<file path="config.mk">
export PLATFORM = sky130hd
export DESIGN_NAME = psr_core
export DESIGN_NICKNAME = d
export VERILOG_FILES = /design/src/rtl/psr_pkg.sv /design/src/rtl/psr_core.sv
export SDC_FILE = /design/constraint.sdc
export NUM_CORES = 1
export LEC_CHECK = 0
export BUFFER_PORTS_ARGS = -buffer_cell sky130_fd_sc_hd__buf_2
export CAP_MARGIN = 10
export CORE_MARGIN = 10
export CORE_UTILIZATION = 54
export DETAILED_ROUTE_END_ITERATION = 6
export HOLD_SLACK_MARGIN = 0.06
export PLACE_DENSITY_LB_ADDON = 0.15
export SLEW_MARGIN = 20
export SYNTH_ARGS = -nofsm -noshare
export SYNTH_HDL_FRONTEND = slang
export SYNTH_SLANG_ARGS = --single-unit
</file>
<file path="constraint.sdc">
create_clock -name ref_clk -period 2.4 [get_ports ref_clk]
set_input_delay 0.12 -clock ref_clk [delete_from_list [all_inputs] [get_ports ref_clk]]
set_output_delay 0.12 -clock ref_clk [all_outputs]
set_load 0.01 [all_outputs]
</file>
<file path="src/rtl/psr_pkg.sv">
/*
  Package for the pipe-select and return-store fencing block: command encodings, function codes,
  field positions, register offsets and the flush/fence-event carrier structs.
  Assumes a 32-bit dword command stream and an AHB-Lite register bus.
*/
package psr_pkg;

  // ****************************************
  // shared function codes
  // ****************************************
  localparam logic [3:0] SFC_NULL = 4'h0;
  localparam logic [3:0] SFC_MATH = 4'h1;
  localparam logic [3:0] SFC_SAMPLER = 4'h2;
  localparam logic [3:0] SFC_GATEWAY = 4'h3;
  localparam logic [3:0] SFC_RETSTORE = 4'h6;
  localparam logic [3:0] SFC_SPAWNER = 4'h7;

  // ****************************************
  // fixed function codes
  // ****************************************
  localparam logic [3:0] FFC_NULL = 4'h0;
  localparam logic [3:0] FFC_SPAWNER = 4'h7;
  localparam logic [3:0] FFC_MEDIA_FRONT = 4'h8;
  localparam logic [3:0] FFC_VERTEX = 4'h9;
  localparam logic [3:0] FFC_CMD_STREAM = 4'ha;
  localparam logic [3:0] FFC_VERTEX_FETCH = 4'hb;
  localparam logic [3:0] FFC_GEOMETRY = 4'hc;
  localparam logic [3:0] FFC_CLIPPING = 4'hd;
  localparam logic [3:0] FFC_STRIP_FAN = 4'he;
  localparam logic [3:0] FFC_WINDOWER = 4'hf;

  // ****************************************
  // command header encodings
  // ****************************************
  localparam logic [2:0] CMD_TYPE_PIPE = 3'h3;
  localparam logic [1:0] CMD_SUBTYPE_COMMON = 2'h0;
  localparam logic [2:0] OPC_SELECT = 3'h1;
  localparam logic [7:0] SUBOPC_SELECT = 8'h04;
  localparam logic [2:0] OPC_FENCE = 3'h0;
  localparam logic [7:0] SUBOPC_FENCE = 8'h00;
  localparam logic [7:0] FENCE_LEN_FIELD = 8'h01;
  localparam int FENCE_LEN_BIAS = 2;
  localparam int REALLOC_LSB = 8;

  // ****************************************
  // return store geometry
  // ****************************************
  localparam int ROWS_SMALL = 256;
  localparam int ROWS_LARGE = 384;
  localparam int PTR_W = 11;

  // ****************************************
  // stage index order in the return store
  // ****************************************
  localparam int STG_VERTEX = 0;
  localparam int STG_GEOMETRY = 1;
  localparam int STG_CLIPPING = 2;
  localparam int STG_STRIP_FAN = 3;
  localparam int STG_MEDIA_FRONT = 4;
  localparam int STG_CMD_STREAM = 5;
  localparam int NUM_STG = 6;

  // ****************************************
  // register offsets (byte addresses)
  // ****************************************
  localparam logic [7:0] REG_CMD = 8'h00;
  localparam logic [7:0] REG_STATUS = 8'h04;
  localparam logic [7:0] REG_CTX = 8'h08;
  localparam logic [7:0] REG_FENCE_LO = 8'h0c;
  localparam logic [7:0] REG_FENCE_HI = 8'h10;
  localparam logic [7:0] REG_DONE = 8'h14;
  localparam logic [7:0] REG_CODES = 8'h18;
  localparam logic [1:0] HTRANS_NONSEQ = 2'b10;

  typedef enum logic [0:0] {
    PIPE_3D = 1'b0,
    PIPE_MEDIA = 1'b1
  } psr_pipe_t;

  typedef struct packed {
    logic valid;
    psr_pipe_t pipe;
    logic release_constant;
  } psr_flush_t;

  typedef struct packed {
    logic [NUM_STG-1:0] apply;
    logic [NUM_STG-1:0] realloc;
  } psr_fence_ev_t;

endpackage

</file>
<file path="src/rtl/psr_core.sv">
/*
  Command-stream front end: pipe select, deallocating flush, region boundaries.
  Software writes command dwords one by one into the command register over AHB-Lite;
  the pipe stages report drain completion on a port. One clock, asynchronous active-low reset.
*/
// Function
// - 4-bit shared function codes: null, math, sampler, gateway, return store, spawner.
// - 4-bit fixed function codes for pipeline stages; 1 to 6 reserved.
// - Pipe select bit 0 picks 3D when 0, media when 1.
// - Pipe select header is type 3, subtype 0, opcode 1, sub-opcode 04.
// - A selection change sends a deallocating flush down the old pipe.
// - Windower drops constant entry; new boundaries wait until old entries freed.
// - The selection bit is saved and restored as context state.
// - Track the pipe holding the constant entry; leaving it forces deallocation.
// - Boundary pointers count 512-bit rows, pointing past the stage region.
// - Regions chain in fixed order from row 0; rows past last pointer unused.
// - Boundaries for stages of the unselected pipe are ignored.
// - Return store holds 256 or 384 rows, bounding every pointer.
// - Moving boundaries copies nothing; software reloads size-dependent state.
// - Fence header is type 3, subtype 0, opcode 0, sub-opcode 00, length bias 2.
// - Fence dwords 1 and 2 carry the six boundary pointers.
// - Header bits 13 to 8 request reallocation per stage.
// - Command stream boundary always applies.
`timescale 1ns/1ps

module psr_core #(
  parameter int ROWS = psr_pkg::ROWS_SMALL
) (
  // clock and reset
  input wire logic ref_clk,
  input wire logic rst_n,
  // ahb-lite slave
  input wire logic hsel,
  input wire logic [7:0] haddr,
  input wire logic [1:0] htrans,
  input wire logic hwrite,
  input wire logic [2:0] hsize,
  input wire logic [31:0] hwdata,
  input wire logic hready,
  output logic hreadyout,
  output logic hresp,
  output logic [31:0] hrdata,
  // pipeline side
  output psr_pkg::psr_flush_t flush_o,
  input wire logic drain_done,
  output psr_pkg::psr_fence_ev_t fence_o,
  output logic [10:0] bound_vertex,
  output logic [10:0] bound_geometry,
  output logic [10:0] bound_clipping,
  output logic [10:0] bound_strip_fan,
  output logic [10:0] bound_media_front,
  output logic [10:0] bound_cmd_stream,
  output logic pipe_media
);

  // only the two store sizes have a defined pointer range
  if (ROWS != psr_pkg::ROWS_SMALL && ROWS != psr_pkg::ROWS_LARGE) begin : g_rows_chk
    $error("ROWS must be 256 or 384");
  end

  // ****************************************
  // bus decode
  // ****************************************
  logic wr_pend_r;
  logic [7:0] addr_r;
  wire take = hsel && hready && (htrans == psr_pkg::HTRANS_NONSEQ);
  wire wr_cmd = wr_pend_r && (addr_r == psr_pkg::REG_CMD);
  wire wr_ctx = wr_pend_r && (addr_r == psr_pkg::REG_CTX);
  wire busy;

  // commands stall the bus while a switch drains, keeping stream order
  assign hreadyout = !(wr_cmd && busy);
  assign hresp = 1'b0;

  // the address phase is latched here; the write itself lands in its data phase
  always_ff @(posedge ref_clk or negedge rst_n) begin
    if (!rst_n) begin
      wr_pend_r <= 1'b0;
      addr_r <= 8'h00;
    end else if (hreadyout) begin
      wr_pend_r <= take && hwrite;
      addr_r <= take ? haddr : 8'h00;
    end
  end

  // ****************************************
  // command decode
  // ****************************************
  typedef enum logic [1:0] {
    ST_HEAD = 2'b00,
    ST_FENCE1 = 2'b01,
    ST_FENCE2 = 2'b10,
    ST_DRAIN = 2'b11
  } psr_state_t;

  psr_state_t st_r, st_nxt;
  logic pipe_r, pipe_nxt;
  logic const_pipe_r;
  logic const_valid_r;
  logic [5:0] realloc_r;
  logic [31:0] dw1_r;
  logic bad_cmd_r;
  logic [7:0] done_cnt_r;

  wire [31:0] cmd = hwdata;
  wire is_pipe_hdr = (cmd[31:29] == psr_pkg::CMD_TYPE_PIPE) && (cmd[28:27] == psr_pkg::CMD_SUBTYPE_COMMON);
  wire is_select = is_pipe_hdr && (cmd[26:24] == psr_pkg::OPC_SELECT)
    && (cmd[23:16] == psr_pkg::SUBOPC_SELECT);
  wire is_fence = is_pipe_hdr && (cmd[26:24] == psr_pkg::OPC_FENCE)
    && (cmd[23:16] == psr_pkg::SUBOPC_FENCE)
    && (cmd[7:0] == psr_pkg::FENCE_LEN_FIELD);
  wire sel_pipe = cmd[0];
  // a select for the pipe already current sends no flush
  wire switch_req = wr_cmd && (st_r == ST_HEAD) && is_select && (sel_pipe != pipe_r);

  assign busy = (st_r == ST_DRAIN);

  // a selection change parks the command path until the old pipe is empty
  always_comb begin
    st_nxt = st_r;
    pipe_nxt = pipe_r;
    case (st_r)
      ST_HEAD: begin
        if (switch_req) begin
          st_nxt = ST_DRAIN;
        end else if (wr_cmd && is_fence) begin
          st_nxt = ST_FENCE1;
        end
      end
      ST_FENCE1: begin
        if (wr_cmd) st_nxt = ST_FENCE2;
      end
      ST_FENCE2: begin
        if (wr_cmd) st_nxt = ST_HEAD;
      end
      ST_DRAIN: begin
        // new boundaries only after the old pipe has freed its entries
        if (drain_done) begin
          st_nxt = ST_HEAD;
          pipe_nxt = ~pipe_r;
        end
      end
      default: st_nxt = ST_HEAD;
    endcase
    // a context restore writes the selection bit directly
    if (wr_ctx) pipe_nxt = hwdata[0];
  end

  // ****************************************
  // flush and constant tracking
  // ****************************************
  wire const_leave = const_valid_r && (const_pipe_r == pipe_r);
  // the flush names the pipe being left, sampled before the switch lands
  wire flush_go = switch_req;

  always_ff @(posedge ref_clk or negedge rst_n) begin
    if (!rst_n) begin
      flush_o <= '0;
    end else begin
      flush_o.valid <= flush_go;
      flush_o.pipe <= psr_pkg::psr_pipe_t'(pipe_r);
      flush_o.release_constant <= flush_go && const_leave;
    end
  end

  // ****************************************
  // fence capture
  // ****************************************
  logic [10:0] bnd_r [psr_pkg::NUM_STG];
  // per-stage pointers and their next values
  wire [10:0] bnd_nxt [psr_pkg::NUM_STG];
  wire [5:0] apply_w;
  wire fence_fire = wr_cmd && (st_r == ST_FENCE2);
  wire [10:0] raw [psr_pkg::NUM_STG];
  wire [10:0] lim = 11'(ROWS);

  // pointers count 512-bit rows, each marking the row after its stage
  assign raw[psr_pkg::STG_VERTEX] = {1'b0, dw1_r[9:0]};
  assign raw[psr_pkg::STG_GEOMETRY] = {1'b0, dw1_r[19:10]};
  assign raw[psr_pkg::STG_CLIPPING] = {1'b0, dw1_r[29:20]};
  assign raw[psr_pkg::STG_STRIP_FAN] = {1'b0, cmd[9:0]};
  assign raw[psr_pkg::STG_MEDIA_FRONT] = {1'b0, cmd[19:10]};
  assign raw[psr_pkg::STG_CMD_STREAM] = cmd[30:20];

  genvar g;
  generate
    for (g = 0; g < psr_pkg::NUM_STG; g++) begin : g_stg
      localparam bit IS_MEDIA = (g == psr_pkg::STG_MEDIA_FRONT);
      localparam bit IS_CS = (g == psr_pkg::STG_CMD_STREAM);
      // stages of the unselected pipe keep their old pointer
      assign apply_w[g] = fence_fire && (IS_CS || (IS_MEDIA == pipe_r));
      // values past the store are clamped to its last row boundary
      assign bnd_nxt[g] = apply_w[g] ? ((raw[g] > lim) ? lim : raw[g]) : bnd_r[g];
      always_ff @(posedge ref_clk or negedge rst_n) begin
        if (!rst_n) bnd_r[g] <= 11'h000;
        else bnd_r[g] <= bnd_nxt[g];
      end
    end
  endgenerate

  // ****************************************
  // command side events
  // ****************************************
  // a header is only decoded while no command is half way through
  wire head_wr = wr_cmd && (st_r == ST_HEAD);
  wire fence_head = head_wr && is_fence;
  wire dw1_wr = wr_cmd && (st_r == ST_FENCE1);
  wire drain_end = busy && drain_done;
  wire cs_realloc = apply_w[psr_pkg::STG_CMD_STREAM] && realloc_r[psr_pkg::STG_CMD_STREAM];
  wire bad_unknown = head_wr && !is_select && !is_fence;
  wire bad_select = head_wr && is_select && (cmd[15:1] != 15'h0000);
  wire bad_fence = head_wr && is_fence && (cmd[15:14] != 2'h0);
  wire bad_hit = bad_unknown || bad_select || bad_fence;

  // ****************************************
  // state, context and fence registers
  // ****************************************
  always_ff @(posedge ref_clk or negedge rst_n) begin
    if (!rst_n) begin
      st_r <= ST_HEAD;
      pipe_r <= 1'b0;
      dw1_r <= 32'h0000_0000;
      realloc_r <= 6'h00;
      fence_o <= '0;
    end else begin
      st_r <= st_nxt;
      pipe_r <= pipe_nxt;
      if (fence_head) realloc_r <= cmd[13:8];
      if (dw1_wr) dw1_r <= cmd;
      // fence outputs are one-cycle pulses, rebuilt every cycle
      fence_o.apply <= apply_w;
      fence_o.realloc <= apply_w & realloc_r;
    end
  end

  // ****************************************
  // constant entry tracking and status
  // ****************************************
  // a drain or a command-stream reallocation drops the constant entry;
  // a fence that does neither leaves one behind for the pipe then selected
  always_ff @(posedge ref_clk or negedge rst_n) begin
    if (!rst_n) begin
      const_valid_r <= 1'b0;
      const_pipe_r <= 1'b0;
    end else if (drain_end || cs_realloc) begin
      const_valid_r <= 1'b0;
    end else if (fence_fire) begin
      const_valid_r <= 1'b1;
      const_pipe_r <= pipe_r;
    end
  end

  // unknown commands are dropped and malformed selects or fences still execute; both leave a sticky mark
  always_ff @(posedge ref_clk or negedge rst_n) begin
    if (!rst_n) begin
      bad_cmd_r <= 1'b0;
      done_cnt_r <= 8'h00;
    end else begin
      if (bad_hit) bad_cmd_r <= 1'b1;
      if (drain_end) done_cnt_r <= done_cnt_r + 8'h01;
    end
  end

  // ****************************************
  // outputs and read mux
  // ****************************************
  // boundaries drive the stages straight from their registers
  assign bound_vertex = bnd_r[psr_pkg::STG_VERTEX];
  assign bound_geometry = bnd_r[psr_pkg::STG_GEOMETRY];
  assign bound_clipping = bnd_r[psr_pkg::STG_CLIPPING];
  assign bound_strip_fan = bnd_r[psr_pkg::STG_STRIP_FAN];
  assign bound_media_front = bnd_r[psr_pkg::STG_MEDIA_FRONT];
  assign bound_cmd_stream = bnd_r[psr_pkg::STG_CMD_STREAM];
  assign pipe_media = pipe_r;

  wire [31:0] rd_status = {24'h000000, done_cnt_r[1:0], bad_cmd_r, const_pipe_r, const_valid_r, busy, st_r};
  wire [31:0] rd_lo = {2'b00, bnd_r[2][9:0], bnd_r[1][9:0], bnd_r[0][9:0]};
  wire [31:0] rd_hi = {1'b0, bnd_r[5], bnd_r[4][9:0], bnd_r[3][9:0]};
  wire [31:0] rd_codes = {16'h0000, psr_pkg::FFC_WINDOWER, psr_pkg::FFC_CMD_STREAM,
    psr_pkg::SFC_RETSTORE, psr_pkg::SFC_SPAWNER};
  // read data is picked in the address phase so it stands through the data phase
  wire [7:0] rd_addr = take && !hwrite ? haddr : 8'hff;
  wire [31:0] rd_sel = (rd_addr == psr_pkg::REG_STATUS) ? rd_status :
    (rd_addr == psr_pkg::REG_CTX) ? {31'h0, pipe_r} :
    (rd_addr == psr_pkg::REG_FENCE_LO) ? rd_lo :
    (rd_addr == psr_pkg::REG_FENCE_HI) ? rd_hi :
    (rd_addr == psr_pkg::REG_DONE) ? {24'h000000, done_cnt_r} :
    (rd_addr == psr_pkg::REG_CODES) ? rd_codes : 32'h0000_0000;

  always_ff @(posedge ref_clk or negedge rst_n) begin
    if (!rst_n) hrdata <= 32'h0000_0000;
    else if (hreadyout) hrdata <= rd_sel;
  end

endmodule

</file>
==> summary by stage <==
Status
The run finished with clean final reports.

Placed design
The placed wire-length estimate is between 10000 and 15000 um. Buffers placed on the I/O ports in this run total 156. The congestion estimate from routability-driven global placement came to 0.898.

Floorplan
The I/O pin total is 167. The width of the die is 134 um. The placeable core region is 12600 um^2. The height of the die is 134 um. The number of core rows is between 40 and 50.

The initial utilization of the core area, before any placement, comes to 55.3%. The floorplan step defined a die boundary enclosing ~18000 um^2.

Setup path
At the worst endpoint, the arrival time is 2600 ps. The critical path is of the input pin to flip-flop type. Walking the worst path, the cells encountered are dlygate4sd3_1 > buf_2 > or3_1 > or3b_1 > buf_4 > nor3b_4 > buf_4 > a22oi_1 > o21ai_0. In this run the register-to-register setup slack is 160 ps.

The largest stage delay on the critical path is about 540 ps. In this run the worst path has a maximum fanout of 19. The highest-delay cell along the critical path is sky130_fd_sc_hd__dlygate4sd3_1. Counting cells, the worst reg-to-reg path comes to 7.

The worst setup path is launched from an input pin. Data on the critical path is required at its endpoint by around 2700 ps. The most frequent cell on the critical path is sky130_fd_sc_hd__buf_4. STA classifies the critical path endpoint as a flip-flop.

Clock network
The clock passes through at most 2 buffers. The tree built by TritonCTS fans out to 163 sinks. The clock-pin slew on the worst setup and hold paths is approximately 60 ps. TritonCTS built the clock tree. The clock tree root driver cell is sky130_fd_sc_hd__clkbuf_16. TritonCTS created 17 clock buffers. The H-tree depth is 4. At the later pin of the worst-skew pair, clock insertion delay measures approximately 420 ps.

Global routing
The most heavily used metal layer in global routing is met2. The via count of the first global-routing pass was a little over 6000. The global routing met2 resource utilization is 36.8%. The met1 track demand over resource in global routing is 27.7%.

The met3 capacity usage during global routing is 6.73%. The global-route wire length before repair is 32300 um. Global routing used 22.6% of the available tracks across all layers. Entering global routing, the biggest net connects 69 pins. The initial antenna violation count was 0.

The leftover overflow at the end of global routing is 0.

Synth
Each instance of the synthesized netlist takes up on average 11.0 um^2. Sequential cells were found to cover approximately three fifths of the synthesized design area. Counting flops and latches in the post-synthesis netlist gives around 160. The share of flip-flops with an asynchronous set or reset after synthesis is 100%.

Counting every instance in the synthesized netlist gives 633. The fraction of synthesized cell area taken by the top area cell type is 58.5%. The synthesized design contains 0 enable-type register cells.

The cell taking the most area after synthesis is sky130_fd_sc_hd__dfrtp_1. Yosys mapped the design onto 59 distinct sky130hd cell types. Yosys attributes the largest share of cell area to sky130_fd_sc_hd__dfrtp_1 58%, sky130_fd_sc_hd__nand2_1 5.4%, sky130_fd_sc_hd__mux2_2 5.0%, sky130_fd_sc_hd__o21ai_0 4.2%, sky130_fd_sc_hd__a22o_1 2.8%. The post-synthesis instance area is about 7000 um^2. Among all flip-flop cells after synthesis, the most frequent one is sky130_fd_sc_hd__dfrtp_1.

Yosys printed 0 warnings.

Finish
The fraction of layout instances using a drive strength above 1 is 30.2%. The multi-input combinational cell area is roughly 2700 um^2. The net total in the final layout is 885. Registers take between 4000 and 5000 um^2.

The area added between synthesis and finish is 28.3%. The number of antenna diodes in the final layout is 0. Fill cells in the final layout number between 900 and 1000.

Pwr
For this design the ratio of total power to cell area is 647 nW/um^2. Summed over all nets, the switching power comes to between 1000 and 1500 uW. In this run, the combinational gates consume 6.5% of the power. Registers are responsible for 49.5% of the overall power. The maximum vdd ir drop is 394 uV.

The leakage power of the design is ~0.0045 uW. In this run, the clock network consumes 44.0% of the power. Total power for the finished layout comes to 5790 uW. The internal power is 4510 uW. Of the total power, the share spent switching nets is between 20 and 25%.

Job
Across the run, the number of max-cap violations was 0.

Timing
Setup repair after global routing left no endpoint under its margin. The total count of hold-check failures in the final report came to 0. The max-slew violation count is 0.

The clock tree skew after final layout is 7.14 ps. The worst path uses 94.4% of the clock period. The post-route minimum period is 2270 ps. The worst-case headroom to the max-slew limit is a little under three fifths. Based on the critical path, the design can be clocked at up to roughly 440 MHz.

Setup violations remaining at the end of the flow were counted as 0. At the pin with the least slew margin, the transition time is around 660 ps. Summed over all failing endpoints, the final setup total negative slack is 0 ps.

Route
For this run, design rule violations remaining after detail routing come to 0. The number of vias per cell is 5.66. The first detailed-routing pass took 5 iterations. The detailed router placed approximately 5700 vias in this run. The aggregate routed wire length is about 20000 um. In the final routed layout, each cell accounts on average for 19.6 um. The count of nets left with antenna violations once routing finished came out at 0. The number of DRC markers after the initial detailed-route iteration is 350.

Hold path
The hold-critical path depth is 2. The min-delay analysis places its worst path in the category input pin to flip-flop.
==> synth_stat cells, types with 10 or more instances <==
library cell,number
sky130_fd_sc_hd__and2_1,10
sky130_fd_sc_hd__inv_1,14
sky130_fd_sc_hd__a22oi_1,19
sky130_fd_sc_hd__a22o_1,22
sky130_fd_sc_hd__and3_1,13
sky130_fd_sc_hd__dfrtp_1,163
sky130_fd_sc_hd__mux2_2,31
sky130_fd_sc_hd__clkbuf_1,23
sky130_fd_sc_hd__nor3_1,10
sky130_fd_sc_hd__a21oi_1,19
sky130_fd_sc_hd__o21a_1,10
sky130_fd_sc_hd__nand2_1,100
sky130_fd_sc_hd__nor2_1,21
sky130_fd_sc_hd__o21ai_0,59
sky130_fd_sc_hd__buf_4,11
==> layout make-up <==
class,instances,share of cell area [%]
clock inverter,6,0.923
tap,172,2.40
multi-input combinational,416,29.7
sequential,163,45.6
clock buffer,23,5.12
timing repair buffer,220,15.6
inverter,15,0.643
==> through the flow <==
step	setup WS, ps	hold slack [ps]	utilization (%)	instances	instance area (um^2)
2_1_floorplan	268	-176	-	639	7000
3_3_place_gp	154	152	63.6	949	8020
3_5_place_dp	73.8	153	63.6	949	8020
4_1_cts	52.5	67.4	70.7	1014	8920
5_1_grt	37.8	77.9	70.9	1015	8950
6_report	133	73.0	70.9	1015	8950
==> path summary, 6_finish.rpt <==
kind | start | end
max | haddr[6] | hrdata[16]
max reg2reg | addr_r[4] | bound_strip_fan[7]
min in group asynchronous | rst_n | addr_r[5]
min reg2reg | hrdata[25] | hrdata[25]
min | hwdata[18] | bound_media_front[7]
max in group asynchronous | rst_n | fence_o[10]
==> flip-flops by register name, indices dropped and copies added (netlist names) <==
signal	flops
hrdata	31
addr_r	8
realloc_r	6
wr_pend_r	1
dw1_r	30
const_valid_r	1
bound_media_front	10
flush_o	3
pipe_media	1
bound_cmd_stream	11
bound_strip_fan	10
const_pipe_r	1
fence_o	9
bad_cmd_r	1
st_r	2
bound_geometry	10
bound_clipping	10
bound_vertex	10
done_cnt_r	8
==> critical path: cells and delay by family <==
kind / cells / cell delay [ps]
AO/OA/AOI/OAI: 2 / 330
AND/OR/NAND/NOR: 3 / 1010
buffers and inverters: 4 / 1150
==> cell families (layout without fill, tap and decap cells) <==
group                    Yosys count  after routing  synth area share (%)
XOR/XNOR                          10             10                  1.26
AND/OR/NAND/NOR                  206            206                  15.2
AO/OA/AOI/OAI                    159            159                  15.4
multiplexers                      33             33                  5.29
other                              1              7                0.0538
flip-flops                       163            163                  58.5
buffers and inverters             60            264                  4.18
adder cells (fa/ha/maj)            1              1                 0.179
==> per-layer routing <==
| metal | part of all wire [%] | vias up | wire (um) |
|---|---|---|---|
| met5 | 0 | - | 0 |
| met4 | 2.4 | 0 | 475 |
| met1 | 41 | 2833 | 8220 |
| met2 | 48 | 233 | 9640 |
| li1 | - | 2633 | - |
| met3 | 8.0 | 44 | 1600 |
==> power by group through the flow <==
stage	clock [uW]	combinational [uW]	sequential (uW)
CTS	2570	376	2870
global route	2710	414	2880
detailed placement	0	328	2920
global placement	0	319	2910
floorplan	0	117	2920
finish	2550	375	2870
==> cell usage in the layout, fill, tap and decap left out, types with 3 or more instances in the layout <==
cell and instances:
sky130_fd_sc_hd__mux2_2 31, sky130_fd_sc_hd__or3_1 3, sky130_fd_sc_hd__a22o_1 22, sky130_fd_sc_hd__buf_4 24
sky130_fd_sc_hd__o21ai_0 59, sky130_fd_sc_hd__inv_1 13, sky130_fd_sc_hd__nor4b_1 4, sky130_fd_sc_hd__nand2_1 100
sky130_fd_sc_hd__conb_1 7, sky130_fd_sc_hd__a211oi_1 4, sky130_fd_sc_hd__buf_12 3, sky130_fd_sc_hd__a2bb2oi_1 3
sky130_fd_sc_hd__clkbuf_16 17, sky130_fd_sc_hd__clkbuf_1 5, sky130_fd_sc_hd__and2_1 10, sky130_fd_sc_hd__nand3_1 7
sky130_fd_sc_hd__nor3_1 9, sky130_fd_sc_hd__o21a_1 10, sky130_fd_sc_hd__and3_1 13, sky130_fd_sc_hd__xnor2_1 8
sky130_fd_sc_hd__clkinv_2 4, sky130_fd_sc_hd__o41ai_1 8, sky130_fd_sc_hd__a21oi_1 19, sky130_fd_sc_hd__a22oi_1 19
sky130_fd_sc_hd__nor2b_1 4, sky130_fd_sc_hd__nor2_1 21, sky130_fd_sc_hd__nand3b_1 7, sky130_fd_sc_hd__nor4_1 7
sky130_fd_sc_hd__buf_2 155, sky130_fd_sc_hd__o211ai_1 3, sky130_fd_sc_hd__dfrtp_1 163, sky130_fd_sc_hd__nand4_1 4
sky130_fd_sc_hd__dlygate4sd3_1 36
==> what timing repair did <==
action | in CTS | in global routing
gates cloned | 0 | 0
hold buffers | 36 | 0
buffers inserted | 0 | 1
endpoints found under the hold margin | 128 | 0
resized for setup | 1 | 4
pin swaps | 0 | 3
endpoints found under the setup margin | 1 | 22
Note: power is estimated with default switching activity, not from simulation.
